**src/common/cell_select_pkg.sv**
```systemverilog
// Package with register map, field layout and carrier types for the data 3/4 input selector
//Operation
//- Bits 7 and 3 of the selection register read zero; writes to them are dropped.
//- Data-four field bits 6..4: codes 111..100 pick cell inputs 3..0.
//- Data-four field codes 011..000 pick cell inputs 15..12.
//- Data-three field bits 2..0: codes 111..100 pick cell inputs 15..12.
//- Each selected line goes to the gates both true and inverted, per-gate enabled.
package cell_select_pkg;
	localparam int ADDR_W = 4;
	localparam int DATA_W = 32;
	localparam int IN_COUNT = 16;
	localparam int GATE_COUNT = 4;
	localparam int SEL_W = 3;
	localparam int IDX_W = 4;
	localparam logic [ADDR_W-1:0] SELECT_OFFSET = 4'h0;
	localparam logic [ADDR_W-1:0] ENABLE_OFFSET = 4'h4;
	localparam logic [ADDR_W-1:0] STATUS_OFFSET = 4'h8;
	localparam int D4_LSB = 4;
	localparam int D3_LSB = 0;
	localparam logic [7:0] SELECT_IMPL_MASK = 8'h77;
	localparam logic [7:0] SELECT_RESET = 8'h00;
	localparam logic [7:0] ENABLE_RESET = 8'h00;
	localparam logic [IDX_W-1:0] D4_BASE = 4'hc;
	localparam logic [IDX_W-1:0] D3_BASE = 4'h8;
	localparam logic [DATA_W-1:0] UNMAPPED_READ = 32'h00000000;

	typedef struct packed {
		logic [ADDR_W-1:0] address;
		logic read;
		logic write;
		logic [DATA_W-1:0] writedata;
		logic [3:0] byteenable;
	} bus_req_s;

	typedef struct packed {
		logic data_four_true_form;
		logic data_four_inverted_form;
		logic data_three_true_form;
		logic data_three_inverted_form;
	} data_forms_s;
endpackage : cell_select_pkg

```
**src/rtl/source_mux.sv**
```systemverilog
// One eight-to-one source selector over a sixteen-input bus with a code-to-index base offset
`timescale 1ns/1ps
`default_nettype none
module source_mux #(
	parameter int N = 16,
	parameter logic [3:0] BASE = 4'h0
) (
	// Selection
	input wire logic [2:0] code_i,
	input wire logic [N-1:0] cell_input_bus_i,
	// Result
	output logic line_o
);
	import cell_select_pkg::*;
	// Index is base plus the code, wrapping modulo sixteen
	wire [3:0] index = 4'(BASE + {1'b0, code_i});
	assign line_o = cell_input_bus_i[index];
endmodule : source_mux
`default_nettype wire

```
**src/rtl/gate_enable.sv**
```systemverilog
// Per-gate enable of the true and inverted forms of data lines three and four
`timescale 1ns/1ps
`default_nettype none
module gate_enable (
	// Forms and enables
	input wire cell_select_pkg::data_forms_s forms_i,
	input wire logic [3:0] enable_i,
	// Gated terms
	output logic [3:0] terms_o
);
	import cell_select_pkg::*;
	assign terms_o = enable_i & forms_i;
endmodule : gate_enable
`default_nettype wire

```
**src/rtl/logic_cell_data34_input_select.sv**
```systemverilog
// Data 3/4 input selector with Avalon-MM register access
//
// Decided for this implementation: the register offsets and the Avalon-MM slave port.
`timescale 1ns/1ps
`default_nettype none
module logic_cell_data34_input_select (
	// Clock and reset
	input wire logic mclk_i,
	input wire logic nrst_i,
	// Avalon-MM slave
	input wire logic [cell_select_pkg::ADDR_W-1:0] address_i,
	input wire logic read_i,
	input wire logic write_i,
	input wire logic [cell_select_pkg::DATA_W-1:0] writedata_i,
	input wire logic [3:0] byteenable_i,
	output logic [cell_select_pkg::DATA_W-1:0] readdata_o,
	output logic waitrequest_o,
	// Cell inputs
	input wire logic [cell_select_pkg::IN_COUNT-1:0] cell_input_bus_i,
	// Data lines and gate terms
	output logic cell_data_line_three_o,
	output logic cell_data_line_four_o,
	output cell_select_pkg::data_forms_s forms_o,
	output logic [cell_select_pkg::GATE_COUNT*4-1:0] gate_terms_o
);
	import cell_select_pkg::*;

	logic [7:0] data_three_four_source_select;
	logic [GATE_COUNT*4-1:0] gate_enables;
	logic answered;
	wire bus_req_s req = '{address_i, read_i, write_i, writedata_i, byteenable_i};
	wire access = (req.read | req.write) & ~answered;
	// Second cycle of a request: waitrequest is low, so writes land here
	wire done = (req.read | req.write) & answered;
	wire sel_hit = req.address == SELECT_OFFSET;
	wire en_hit = req.address == ENABLE_OFFSET;
	wire st_hit = req.address == STATUS_OFFSET;
	wire [2:0] data_four_source_field = data_three_four_source_select[D4_LSB +: SEL_W];
	wire [2:0] data_three_source_field = data_three_four_source_select[D3_LSB +: SEL_W];
	wire line_four;
	wire line_three;

	// One wait cycle, answer on the second edge
	assign waitrequest_o = (read_i | write_i) & ~answered;

	always_ff @(posedge mclk_i) begin
		if (!nrst_i) begin
			answered <= 1'b0;
		end else begin
			answered <= access;
		end
	end

	always_ff @(posedge mclk_i) begin
		if (!nrst_i) begin
			data_three_four_source_select <= SELECT_RESET;
		end else if (req.write && done && sel_hit && req.byteenable[0]) begin
			data_three_four_source_select <= req.writedata[7:0] & SELECT_IMPL_MASK;
		end
	end

	always_ff @(posedge mclk_i) begin
		if (!nrst_i) begin
			gate_enables <= '0;
		end else if (req.write && done && en_hit) begin
			if (req.byteenable[0]) begin
				gate_enables[7:0] <= req.writedata[7:0];
			end
			if (req.byteenable[1]) begin
				gate_enables[15:8] <= req.writedata[15:8];
			end
		end
	end

	wire [DATA_W-1:0] read_mux = sel_hit ? {24'h000000, data_three_four_source_select} :
		en_hit ? {16'h0000, gate_enables} :
		st_hit ? {12'h000, cell_input_bus_i, 2'h0, cell_data_line_four_o, cell_data_line_three_o} :
		UNMAPPED_READ;

	always_ff @(posedge mclk_i) begin
		if (!nrst_i) begin
			readdata_o <= '0;
		end else if (req.read && access) begin
			readdata_o <= read_mux;
		end
	end

	// Data four: base 12 gives 000->12..011->15, 100->0..111->3
	source_mux #(.N(IN_COUNT), .BASE(D4_BASE)) mux_four (
		.code_i(data_four_source_field),
		.cell_input_bus_i(cell_input_bus_i),
		.line_o(line_four)
	);
	// Data three: base 8 gives 000->8..111->15
	source_mux #(.N(IN_COUNT), .BASE(D3_BASE)) mux_three (
		.code_i(data_three_source_field),
		.cell_input_bus_i(cell_input_bus_i),
		.line_o(line_three)
	);

	assign cell_data_line_four_o = line_four;
	assign cell_data_line_three_o = line_three;
	assign forms_o = '{line_four, ~line_four, line_three, ~line_three};

	genvar g;
	generate
		for (g = 0; g < GATE_COUNT; g++) begin : gates
			gate_enable u_en (
				.forms_i(forms_o),
				.enable_i(gate_enables[g*4 +: 4]),
				.terms_o(gate_terms_o[g*4 +: 4])
			);
		end
	endgenerate
endmodule : logic_cell_data34_input_select
`default_nettype wire

```
**config.mk**
```make
export PLATFORM = sky130hd
export DESIGN_NAME = logic_cell_data34_input_select
export DESIGN_NICKNAME = d
export VERILOG_FILES = /design/src/common/cell_select_pkg.sv /design/src/rtl/source_mux.sv /design/src/rtl/gate_enable.sv /design/src/rtl/logic_cell_data34_input_select.sv
export SDC_FILE = /design/constraint.sdc
export NUM_CORES = 1
export LEC_CHECK = 0
export BUFFER_PORTS_ARGS = -buffer_cell sky130_fd_sc_hd__buf_2
export CAP_MARGIN = 20
export CORE_UTILIZATION = 45
export CTS_CLUSTER_DIAMETER = 200
export DETAILED_ROUTE_END_ITERATION = 12
export PLACE_DENSITY = 0.81
export SKIP_CTS_REPAIR_TIMING = 1
export SYNTH_ARGS = -nofsm -noshare
export SYNTH_HDL_FRONTEND = slang
export SYNTH_SLANG_ARGS = --single-unit
```
**constraint.sdc**
```tcl
create_clock -name mclk_i -period 2.05 [get_ports mclk_i]
set_input_delay 0.1025 -clock mclk_i [delete_from_list [all_inputs] [get_ports mclk_i]]
set_output_delay 0.1025 -clock mclk_i [all_outputs]
set_load 0.01 [all_outputs]
```
==> results.ini <==
[outcome]
status=completed

[timing]
setup_slack_ps=99.9
rsz0062_at_grt=no
slew_headroom_pct=48.1
fin_crit_ps=1950
fin_crit_sh_pct=95.1
fmax_ghz=0.513
tns_ps=0
worst_slew_pin_slew_ps=777
hold_viol_final=0
hold_ws_ps=64.9
finalClockSkew_ps=4.68
setup_viol=0
drv_slew=0

[placement]
dp.final_hpwl_um=4200
placed_area_um2=2660
placed_cells=365
place_ws_ps=297
io_buffers=84
gp_congestion=0.835

[cts]
cts_tree=yes
clockBufferDepth=2
numCtsBuffers=5
cts_sinks=43
cts.clk_slew.worst_paths_ps=80
cts_max_level=2
worstSkewPairLatency_ps=290
cts-root-buf=clkbuf_8

[power]
netSwitchingFraction_pct=24.1
seqPwrFrac_pct=51.9
powerDensity_nw_per_um2=591
ir_drop_mv=0.314
intPower_mw=1.24
power_mw=1.64
p_sw_mw=0.395
p_leak_nw=1.17
clkPwrFrac_pct=35.4
power_frac_comb_pct=12.7

[critical_path]
required_ps=1950
path_class=reg2out
cp-end-kind=primary output
path_max_fanout=5
critPathLaunchType=flop
crit_arrival_ps=1850

[synthesis]
yosysSeqAreaShare_pct=38.6
syn_avg_cell_area_um2=10.0
yosysWarnings=0
syn_area_um2=2230
syn-instance-count=222
ys_seq_elements=43
ys_types=34

[final_layout]
stdcell_area_um2=2780
final_cell_mix=buf_2 (84), dfxtp_1 (39), nor2b_1 (32), mux2i_1 (28), and2_1 (17)
mostFrequentLayoutCell=buf_2
area_growth_pct=24.5
nNetsFinal=365
drive_gt1_share_pct=37.6
utilization_pct=58.4
final_cells=373
antenna_cells=0

[grt]
grt_pass1_wl_um=8720
grt_pass1_vias=1792
grt_antenna_before_repair=0
grt_max_degree=27
overflow=0
track_usage_pct=21.9

[routing]
drtPass1Iterations=4
met2_length_um=2700
postRouteAntennaNets=0
routed_wirelength_um=5500
wl_met3_um=331
first_iter_violations=100
drc=0
met1Wirelength_um=2390
via_per_inst=5.05
wl_per_cell_um=14.7
top_layer=met4
vias=1885

[die]
rows=25
dieHeight_um=72.4
initial_core_util_pct=46.9
core-area_um2=4750
die-area_um2=5240
ios=115
die_x_um=72.4

[worst_hold_path]
hold_path_class=in2reg

[run]
drv_cap=0

-- sequential cells by signal (all words and copies together), names as in the netlist --
name and cells:
answered 1, data_three_four_source_select 6, gate_enables 16, readdata_o 20
-- power by group through the flow --
stage,Clock (mW),Combinational [mW],Sequential (mW)
6_report,0.581,0.208,0.851
3_5_place_dp,0,0.205,0.871
5_1_grt,0.631,0.227,0.853
3_3_place_gp,0,0.202,0.871
2_1_floorplan,0,0.131,0.874
4_1_cts,0.595,0.206,0.851
-- critical path: stages, from the launching register on --
cell,delay [ps]
dfxtp_2,380
mux4_2,550
mux2i_4,190
buf_4,180
and2_1,130
buf_2,130
-- cell type report --
| cell class | instances | area (um^2) |
|---|---|---|
| clock buffers | 8 | 100 |
| repair buffers | 93 | 488 |
| flip-flops and latches | 43 | 866 |
| multi-input cells | 160 | 1230 |
| inverters | 2 | 7.51 |
| well taps | 67 | 83.8 |
| fillers | 452 | 1980 |
-- per-layer routing --
metal  track usage (%)  vias to the layer above
li1                  -                      925
met1              28.4                      880
met2              37.3                       73
met3              4.44                        7
met4              5.66                        0
met5                 0                        -
-- cells in the mapped netlist (all sizes together) --
cell type  count  area (um^2)
nand2          5         18.8
and4           2         17.5
nor2           6         22.5
buf           19          146
nand2b         1         6.26
or3            1         11.3
a21oi          1         5.00
a22oi          8         60.1
conb           1         3.75
clkbuf         9         33.8
and2          17          106
mux2i         30          308
a22o           5         43.8
nor2b         32          200
nand3          7         35.0
nor3           3         31.3
dfxtp         43          861
and2b          2         15.0
mux4           4         90.1
nor4b          3         41.3
inv            2         7.51
a21boi         5         37.5
o2bb2ai        3         26.3
a221oi         4         35.0
a31oi          2         12.5
nor3b          5         42.5
o21ai          2         10.0
-- path summary, 6_finish.rpt --
| kind | from | to | slack [ps] | cells after the start |
|---|---|---|---|---|
| setup / recovery | data_three_four_source_select[4] | gate_terms_o[2] | 100 | 5 |
| setup reg to reg | data_three_four_source_select[4] | readdata_o[1] | 560 | 4 |
| hold / removal | writedata_i[14] | gate_enables[14] | 60 | 3 |
| hold reg to reg | readdata_o[19] | readdata_o[19] | 470 | 2 |
-- cell families after synthesis --
| kind of cell | synth area share [%] |
|---|---|
| DFF | 38.6 |
| AOI/OAI and AO/OA | 10.3 |
| buffers and inverters | 8.42 |
| other | 0.168 |
| muxes | 17.9 |
| and+or+nand+nor | 24.6 |
(Power assumes the default switching activity.)
